## config.mk

```make
export PLATFORM = sky130hd
export DESIGN_NAME = point_table_auto_positioning
export DESIGN_NICKNAME = d
export VERILOG_FILES = /design/src/core/pt_auto_pkg.sv /design/src/core/point_table_auto_positioning.sv
export VERILOG_INCLUDE_DIRS = /design/src /design/src/core
export SDC_FILE = /design/constraint.sdc
export NUM_CORES = 1
export LEC_CHECK = 0
export BUFFER_PORTS_ARGS = -buffer_cell sky130_fd_sc_hd__clkbuf_2
export CAP_MARGIN = 10
export CORE_UTILIZATION = 30
export CTS_CLUSTER_SIZE = 20
export DETAILED_ROUTE_END_ITERATION = 8
export PLACE_DENSITY_LB_ADDON = 0.08
export RECOVER_POWER = 25
export SYNTH_ARGS = -nofsm -noshare
export SYNTH_HDL_FRONTEND = slang
export SYNTH_SLANG_ARGS = --single-unit
```

## constraint.sdc

```tcl
create_clock -name sys_clk -period 4.1 [get_ports sys_clk]
set_clock_uncertainty 0.2 [all_clocks]
set_input_delay 0 -clock sys_clk [delete_from_list [all_inputs] [get_ports sys_clk]]
set_output_delay 0 -clock sys_clk [all_outputs]
set_load 0.01 [all_outputs]
```

## src/core/pt_auto_cfg.svh

```systemverilog
/*
 * Timing constants and codes for the point-table auto-positioning sequencer.
 * Assumes a 250 MHz system clock.
 */
`ifndef PT_AUTO_CFG_SVH
`define PT_AUTO_CFG_SVH
`define CLK_MHZ 250
`define MS_NS 1000000
`define CLK_PERIOD_NS 4
`define CYC_PER_MS (`MS_NS / `CLK_PERIOD_NS)
`define AUX_SINGLE_ABS 4'h0
`define AUX_NEXT_ABS 4'h1
`define AUX_SINGLE_INC 4'h2
`define AUX_NEXT_INC 4'h3
`define AUX_LOOP_START 4'h8
`define AUX_LOOP_ONE 4'h9
`define TABLE_LAST 8'hFF
`define TABLE_FIRST 8'h01
`endif

```

## src/core/pt_auto_pkg.sv

```systemverilog
/*
 * Types for the point-table auto-positioning sequencer.
 * Assumes nothing beyond the configuration header.
 */
package pt_auto_pkg;
    typedef struct packed {
        logic [15:0] dwellMs;
        logic [3:0] auxCode;
    } table_entry_t;
    typedef struct packed {
        logic driveEnergiseReq;
        logic fwdStartReq;
        logic revStartReq;
        logic autoManualSel;
    } cmd_bits_t;
    typedef enum logic [2:0] {
        ST_IDLE = 3'b000,
        ST_MOVE = 3'b001,
        ST_DWELL = 3'b010,
        ST_DONE = 3'b011,
        ST_ERROR = 3'b100
    } seq_state_t;
endpackage

```

## src/core/point_table_auto_positioning.sv

```systemverilog
/*
 * Point-table automatic positioning sequencer: filters the controller's start
 * bits, starts a table, and chains tables by auxiliary code and dwell.
 * Assumes a motion engine that moves to the requested table and reports done,
 * and a table store that answers the table number combinationally.
 */
// Behaviour
// - Absolute method: forward start while stopped and energised begins positioning.
// - Incremental method: forward or reverse start while stopped and energised begins.
// - Command inputs are recognised only after the configured filter time.
// - Continuous mode runs consecutive tables ascending after one start.
// - Absolute method: code 1 or 3 continues after its dwell, a dwell of zero ms included.
// - Absolute method chains may reverse direction by each table's target.
// - Code 0 single, 1 next, 8 loop to start, 9 to table 1; code 1 on table 255 errors.
`timescale 1ns/1ps
`include "pt_auto_cfg.svh"
module point_table_auto_positioning #(
    parameter int FILTER_MAX_MS = 15,
    parameter int CYC_PER_MS = `CYC_PER_MS
) (
    input wire logic sys_clk,
    input wire logic arst_n,
    input wire pt_auto_pkg::cmd_bits_t cmdBits,
    input wire logic [7:0] table_select_word,
    input wire logic command_method_cfg,
    input wire logic [3:0] input_filter_cfg,
    input wire logic motorStopped,
    input wire logic moveDone,
    input wire pt_auto_pkg::table_entry_t tableEntry,
    output logic [7:0] tableAddr,
    output logic moveStart,
    output logic moveReverse,
    output logic [7:0] table_number_out,
    output logic travel_done_flag,
    output logic drive_ready_flag,
    output logic seqError,
    output logic seqBusy
);
    import pt_auto_pkg::*;

    // Millisecond tick divider.
    logic [17:0] msCnt_q, msCnt_d;
    logic msTick;
    always_comb begin
        msTick = (msCnt_q == 18'(CYC_PER_MS - 1));
        msCnt_d = msTick ? 18'h0_0000 : msCnt_q + 18'h0_0001;
    end
    always_ff @(posedge sys_clk or negedge arst_n) begin
        if (!arst_n) begin
            msCnt_q <= 18'h0_0000;
        end else begin
            msCnt_q <= msCnt_d;
        end
    end

    // Two-stage synchroniser for the command bits and selection word.
    logic [3:0] sync1_q, sync2_q;
    logic [7:0] selSync1_q, selSync2_q;
    always_ff @(posedge sys_clk or negedge arst_n) begin
        if (!arst_n) begin
            sync1_q <= 4'h0;
            sync2_q <= 4'h0;
            selSync1_q <= 8'h00;
            selSync2_q <= 8'h00;
        end else begin
            sync1_q <= cmdBits;
            sync2_q <= sync1_q;
            selSync1_q <= table_select_word;
            selSync2_q <= selSync1_q;
        end
    end

    // Filter: a bit change is accepted once stable for the filter time in ms.
    logic [3:0] filt_q, filt_d;
    logic [3:0] stab_q [4];
    logic [3:0] stab_d [4];
    logic [3:0] filtMs;
    always_comb begin
        // A setting above the supported maximum is held at that maximum.
        filtMs = (32'(input_filter_cfg) > FILTER_MAX_MS) ? 4'(FILTER_MAX_MS) : input_filter_cfg;
        for (int i = 0; i < 4; i++) begin
            filt_d[i] = filt_q[i];
            stab_d[i] = stab_q[i];
            if (sync2_q[i] == filt_q[i]) begin
                stab_d[i] = 4'h0;
            end else if (stab_q[i] >= filtMs && (msTick || filtMs == 4'h0)) begin
                // The first counted tick may be partial, so accept on the tick after the count.
                filt_d[i] = sync2_q[i];
                stab_d[i] = 4'h0;
            end else if (msTick) begin
                stab_d[i] = stab_q[i] + 4'h1;
            end
        end
    end
    always_ff @(posedge sys_clk or negedge arst_n) begin
        if (!arst_n) begin
            filt_q <= 4'h0;
            for (int i = 0; i < 4; i++) begin
                stab_q[i] <= 4'h0;
            end
        end else begin
            filt_q <= filt_d;
            stab_q <= stab_d;
        end
    end

    cmd_bits_t cmdF;
    logic fwdPrev_q, revPrev_q;
    logic fwdRise, revRise;
    always_comb begin
        cmdF = cmd_bits_t'(filt_q);
        fwdRise = cmdF.fwdStartReq & ~fwdPrev_q;
        revRise = cmdF.revStartReq & ~revPrev_q;
    end
    always_ff @(posedge sys_clk or negedge arst_n) begin
        if (!arst_n) begin
            fwdPrev_q <= 1'b0;
            revPrev_q <= 1'b0;
        end else begin
            fwdPrev_q <= cmdF.fwdStartReq;
            revPrev_q <= cmdF.revStartReq;
        end
    end

    // Sequencer state.
    seq_state_t state_q, state_d;
    logic [7:0] cur_q, cur_d, startTbl_q, startTbl_d;
    logic [15:0] dwell_q, dwell_d;
    logic rev_q, rev_d, start_q, start_d, done_q, done_d, err_q, err_d;
    logic [7:0] out_q, out_d;
    logic canStart, ready;

    always_comb begin
        ready = cmdF.driveEnergiseReq & cmdF.autoManualSel;
        // Absolute accepts forward only; incremental accepts either.
        canStart = ready && motorStopped &&
            (fwdRise || (command_method_cfg && revRise));
        state_d = state_q;
        cur_d = cur_q;
        startTbl_d = startTbl_q;
        dwell_d = dwell_q;
        rev_d = rev_q;
        start_d = 1'b0;
        done_d = done_q;
        err_d = err_q;
        out_d = out_q;
        unique case (state_q)
            ST_IDLE, ST_DONE, ST_ERROR: begin
                if (canStart) begin
                    state_d = ST_MOVE;
                    cur_d = selSync2_q;
                    startTbl_d = selSync2_q;
                    out_d = selSync2_q;
                    rev_d = command_method_cfg & ~fwdRise;
                    start_d = 1'b1;
                    done_d = 1'b0;
                    err_d = 1'b0;
                end
            end
            ST_MOVE: begin
                if (!ready) begin
                    state_d = ST_IDLE;
                end else if (moveDone) begin
                    unique case (tableEntry.auxCode)
                        `AUX_NEXT_ABS, `AUX_NEXT_INC, `AUX_LOOP_START, `AUX_LOOP_ONE: begin
                            if (tableEntry.auxCode == `AUX_NEXT_ABS && cur_q == `TABLE_LAST) begin
                                state_d = ST_ERROR;
                                err_d = 1'b1;
                            end else begin
                                state_d = ST_DWELL;
                                dwell_d = tableEntry.dwellMs;
                            end
                        end
                        default: begin
                            state_d = ST_DONE;
                            done_d = 1'b1;
                        end
                    endcase
                end
            end
            ST_DWELL: begin
                if (!ready) begin
                    state_d = ST_IDLE;
                end else if (dwell_q == 16'h0000 && (msTick || tableEntry.dwellMs == 16'h0000)) begin
                    // The first tick may come early; waiting one more keeps the whole dwell.
                    state_d = ST_MOVE;
                    start_d = 1'b1;
                    // Next table: ascending, or loop back to start or table 1.
                    unique case (tableEntry.auxCode)
                        `AUX_LOOP_START: cur_d = startTbl_q;
                        `AUX_LOOP_ONE: cur_d = `TABLE_FIRST;
                        default: cur_d = cur_q + 8'h01;
                    endcase
                    out_d = cur_d;
                end else if (msTick) begin
                    dwell_d = dwell_q - 16'h0001;
                end
            end
            default: begin
                state_d = ST_IDLE;
            end
        endcase
    end
    always_ff @(posedge sys_clk or negedge arst_n) begin
        if (!arst_n) begin
            state_q <= ST_IDLE;
            cur_q <= 8'h00;
            startTbl_q <= 8'h00;
            dwell_q <= 16'h0000;
            rev_q <= 1'b0;
            start_q <= 1'b0;
            done_q <= 1'b0;
            err_q <= 1'b0;
            out_q <= 8'h00;
        end else begin
            state_q <= state_d;
            cur_q <= cur_d;
            startTbl_q <= startTbl_d;
            dwell_q <= dwell_d;
            rev_q <= rev_d;
            start_q <= start_d;
            done_q <= done_d;
            err_q <= err_d;
            out_q <= out_d;
        end
    end

    // Target of each table sets direction in absolute chains; motion engine resolves it.
    always_comb begin
        tableAddr = cur_q;
        moveStart = start_q;
        moveReverse = rev_q;
        table_number_out = out_q;
        travel_done_flag = done_q;
        drive_ready_flag = cmdF.driveEnergiseReq;
        seqError = err_q;
        seqBusy = (state_q == ST_MOVE) || (state_q == ST_DWELL);
    end

    start_abs_a: assert property (@(posedge sys_clk) disable iff (!arst_n)
        (state_q == ST_IDLE && !command_method_cfg && revRise && !fwdRise) |=> !start_q)
        else $error("reverse start accepted under absolute method");
    start_inc_a: assert property (@(posedge sys_clk) disable iff (!arst_n)
        (state_q == ST_IDLE && command_method_cfg && revRise && ready && motorStopped) |=> (start_q && rev_q))
        else $error("reverse start ignored under incremental method");
    filter_hold_a: assert property (@(posedge sys_clk) disable iff (!arst_n)
        (filt_q != $past(filt_q)) |-> ($past(stab_q[0]) >= filtMs || $past(stab_q[1]) >= filtMs
        || $past(stab_q[2]) >= filtMs || $past(stab_q[3]) >= filtMs))
        else $error("input accepted before filter time");
    chain_next_a: assert property (@(posedge sys_clk) disable iff (!arst_n)
        (state_q == ST_DWELL && state_d == ST_MOVE && tableEntry.auxCode == `AUX_NEXT_INC)
        |=> cur_q == $past(cur_q) + 8'h01)
        else $error("chain did not step to next table");
    dwell_go_a: assert property (@(posedge sys_clk) disable iff (!arst_n)
        (state_q == ST_MOVE && ready && moveDone && cur_q != `TABLE_LAST &&
        (tableEntry.auxCode == `AUX_NEXT_ABS || tableEntry.auxCode == `AUX_NEXT_INC)) |=> state_q == ST_DWELL)
        else $error("continuing table did not enter dwell");
    dwell_hold_a: assert property (@(posedge sys_clk) disable iff (!arst_n)
        (state_q == ST_DWELL && ready && dwell_q != 16'h0000) |=> state_q == ST_DWELL)
        else $error("dwell cut short");
    chain_end_a: assert property (@(posedge sys_clk) disable iff (!arst_n)
        (state_q == ST_MOVE && ready && moveDone && tableEntry.auxCode == `AUX_SINGLE_INC)
        |=> (state_q == ST_DONE && travel_done_flag))
        else $error("last table did not end chain");
    loop_one_a: assert property (@(posedge sys_clk) disable iff (!arst_n)
        (state_q == ST_DWELL && state_d == ST_MOVE && tableEntry.auxCode == `AUX_LOOP_ONE)
        |=> (cur_q == `TABLE_FIRST && start_q))
        else $error("loop to table one failed");
    last_err_a: assert property (@(posedge sys_clk) disable iff (!arst_n)
        (state_q == ST_MOVE && ready && moveDone && cur_q == `TABLE_LAST && tableEntry.auxCode == `AUX_NEXT_ABS)
        |=> seqError)
        else $error("next on last table did not raise error");
    out_num_a: assert property (@(posedge sys_clk) disable iff (!arst_n)
        start_q |-> table_number_out == cur_q)
        else $error("table number output mismatch");

    run_cov: cover property (@(posedge sys_clk) disable iff (!arst_n) state_q == ST_MOVE ##1 state_q == ST_DWELL);
    done_cov: cover property (@(posedge sys_clk) disable iff (!arst_n) $rose(travel_done_flag));
    err_cov: cover property (@(posedge sys_clk) disable iff (!arst_n) $rose(seqError));
endmodule

```

==> impl_metrics.env <==
export IMPL_outcome="complete, but fails checks"
export IMPL_violations="max-capacitance violations, max-slew violations"
export IMPL_worstSetupStartpointType="register"
export IMPL_clock_power_share_pct=39.3
export IMPL_path_max_fanout=20
export IMPL_grt_setup_unrepaired="no"
export IMPL_grt_pass1_wl_um=20400
export IMPL_die_w_um=135
export IMPL_wl_per_cell_um=14.5
export IMPL_grt_start_max_net_pins=75
export IMPL_initial_core_util_pct=30.7
export IMPL_syn_mean_instance_area_um2=10.2
export IMPL_synth_area_leaders="dfrtp_1, ha_1, nor2_1"
export IMPL_port_buffers=62
export IMPL_worst_slack_ns=1.53
export IMPL_ys_seq_area_share_pct=48.8
export IMPL_postRouteAntennaNets=0
export IMPL_worstMarginPinSlew_ns=1.94
export IMPL_cts_buffer_depth=2
export IMPL_power_internal_mw=1.61
export IMPL_placementRows=48
export IMPL_power_mw=2.23
export IMPL_core_um2=17200
export IMPL_cts_sinks=103
export IMPL_grt_pass1_vias=3932
export IMPL_synth_nets=585
export IMPL_area_growth_pct=20.8
export IMPL_gp_congestion=0.765
export IMPL_ys_types=60
export IMPL_finalHoldViolations=0
export IMPL_dp_hpwl_um=8440
export IMPL_p_seq_share_pct=48.7
export IMPL_dr_pass1_iters=4
export IMPL_max_cap_viol_count=1
export IMPL_diodes=0
export IMPL_ys_ff_latch=103
export IMPL_critPathArrivalTime_ns=2.61
export IMPL_dieArea_um2=18200
export IMPL_clkSlewWorstSetupHoldPaths_ns=0.07
export IMPL_setup_viol=0
export IMPL_synth_edf_count=0
export IMPL_synth_top_area_cell="dfrtp_1"
export IMPL_postSynthCellCount=520
export IMPL_vias_per_cell=4.74
export IMPL_rrSetupSlack_ns=1.53
export IMPL_switching_share_pct=27.7
export IMPL_layout_drive_gt1_share_pct=13.9
export IMPL_fin_crit_ns=2.57
export IMPL_power_density_nw_per_um2=350
export IMPL_post_cts_resized=0
export IMPL_wl_met3_um=363
export IMPL_pre_cts_ws_ns=1.51
export IMPL_leakage_nw=2.93
export IMPL_vdd_drop_max_mv=0.209
export IMPL_wl_met1_um=6130
export IMPL_path_class="register to register"
export IMPL_grt_overflow=0
export IMPL_period_share_pct=62.6
export IMPL_wl_um=12200
export IMPL_clock_root_buffer="clkbuf_16"
export IMPL_nets=672
export IMPL_route_met2_wl_um=5580
export IMPL_p_sw_mw=0.619
export IMPL_slew_viol_final=75
export IMPL_cts_tree="built"
export IMPL_combinationalPowerShare_pct=12.0
export IMPL_yosys_warnings=0
export IMPL_dpl_cell_area_um2=5780
export IMPL_yosysTopAreaCellShare_pct=48.8
export IMPL_async_reset_ff_share_pct=100
export IMPL_htreeDepth=3
export IMPL_final_cell_area_um2=6390
export IMPL_topRoutingLayerUsed="met4"
export IMPL_grt_usage_pct=14.4
export IMPL_numCtsBuffers=9
export IMPL_pin_count=63
export IMPL_drtIter0Drc=183
export IMPL_die_y_um=135
export IMPL_hold_class="primary input to register"
export IMPL_fmax_mhz=389
export IMPL_antenna_found_initial=0
export IMPL_syn_area_um2=5290
export IMPL_critical_path_required_ns=4.14
export IMPL_dominantRegCellSynth="dfrtp_1"
export IMPL_insertion_delay_ns=0.35
export IMPL_critPathCaptureType="register"
export IMPL_num_vias=3967
export IMPL_route_detailed_drc=0
export IMPL_tns_ns=0
export IMPL_maxSlewHeadroom_pct=-29.4
## metrics by stage
stage	utilization, %	hold WS, ns	cells
after floorplan	-	-0.496	520
after global placement	33.6	-0.0919	788
after detailed placement	33.6	-0.0904	788
after CTS	37.2	0.00180	837
after global routing	37.0	0.0411	837
final	37.0	0.0174	837
## sequential cells by signal, indices dropped and copies added (netlist names), 3 cells and up
register / flops
cmdF: 4
state_q: 3
startTbl_q: 8
msCnt_q: 18
sync2_q: 4
selSync1_q: 8
stab_q: 16
sync1_q: 4
dwell_q: 16
table_number_out: 8
selSync2_q: 8
## logic make-up (layout without fill, tap and decap cells)
logic type | Yosys count | in the layout | synth area share [%]
muxes | 21 | 21 | 4.31
buffers and inverters | 40 | 132 | 3.69
adders and majority gates | 24 | 24 | 5.68
AOI/OAI and AO/OA | 111 | 111 | 13.8
DFF | 103 | 103 | 48.8
and+or+nand+nor | 184 | 184 | 17.7
xor gates and xnor gates | 37 | 37 | 6.13
## path summary, 6_finish.rpt
check / endpoint / cells past startpoint / start
hold / removal: state_q[0]$_DFFE_PN0P_ / 5 / tableEntry[1]
setup reg to reg: dwell_q[11]$_DFFE_PN0P_ / 7 / dwell_q[6]$_DFFE_PN0P_
min in group asynchronous: stab_q[3]$_DFFE_PN0P_ / 2 / arst_n
max in group asynchronous: msCnt_q[0]$_DFF_PN0_ / 3 / arst_n
hold reg to reg: selSync2_q[1]$_DFF_PN0_ / 0 / selSync1_q[1]$_DFF_PN0_
setup / recovery: dwell_q[11]$_DFFE_PN0P_ / 7 / dwell_q[6]$_DFFE_PN0P_
## cells in the final DEF (no fill, tap or decap), drive strengths merged, types with 14 or more instances in the layout
cell         count
dfrtp          103
clkbuf          72
nor2            65
nand2           36
dlygate4sd3     33
o21ai           32
a21oi           27
ha              24
xor2            21
inv             19
xnor2           16
nand3           16
mux2            14
## cell type report
cell class                 instances  area [µm²]
multi-input combinational        377        2510
timing repair buffer             100         652
tap                              225         282
fill                            1761       10900
sequential                       103        2580
clock inverter                     6        62.6
inverter                          16        60.1
clock buffer                      10         239
## layer usage
layer | global-route usage [%] | up-vias
met2 | 22.9 | 56
met1 | 19.6 | 1894
met5 | 0 | -
met4 | 3.00 | 0
li1 | - | 2011
met3 | 3.68 | 6
## cells in the mapped netlist (all sizes together) (3+ instances only)
cell type	instances
nor2b	6
a22oi	4
ha	24
xor2	21
and2	4
nand4	9
inv	16
nand2b	5
o31ai	5
nand3b	3
o22a	6
nor3	9
a21oi	27
nor3b	5
clkbuf	8
a211oi	5
o31a	3
o21ai	32
or3	6
dfrtp	103
a21o	9
nor4b	3
xnor2	16
mux2i	7
a31oi	3
mux2	14
and4	3
buf	16
nor4	8
nand2	36
nand3	16
nor2	65
## power groups by stage
stage / Clock [mW] / Sequential (mW) / Combinational (mW)
6_report: 0.878 / 1.09 / 0.267
4_1_cts: 0.914 / 1.09 / 0.274
3_3_place_gp: 0 / 1.11 / 0.246
2_1_floorplan: 0 / 1.10 / 0.155
3_5_place_dp: 0 / 1.11 / 0.248
5_1_grt: 0.956 / 1.10 / 0.304
## repair_timing
action,4_1_cts,5_1_grt
hold endpoints to repair,104,0
endpoints found under the setup margin,0,0
hold buffers,33,0
setup buffers,0,0
## critical path: stages, from the launching register on
cell and delay (ns):
dfrtp_1 0.40, or3_4 0.43, nor3_4 0.27, a2111oi_4 0.13, o21ai_2 0.45, buf_4 0.33
a21oi_1 0.06, o22a_1 0.18
Note: power is estimated with default switching activity, not from simulation.
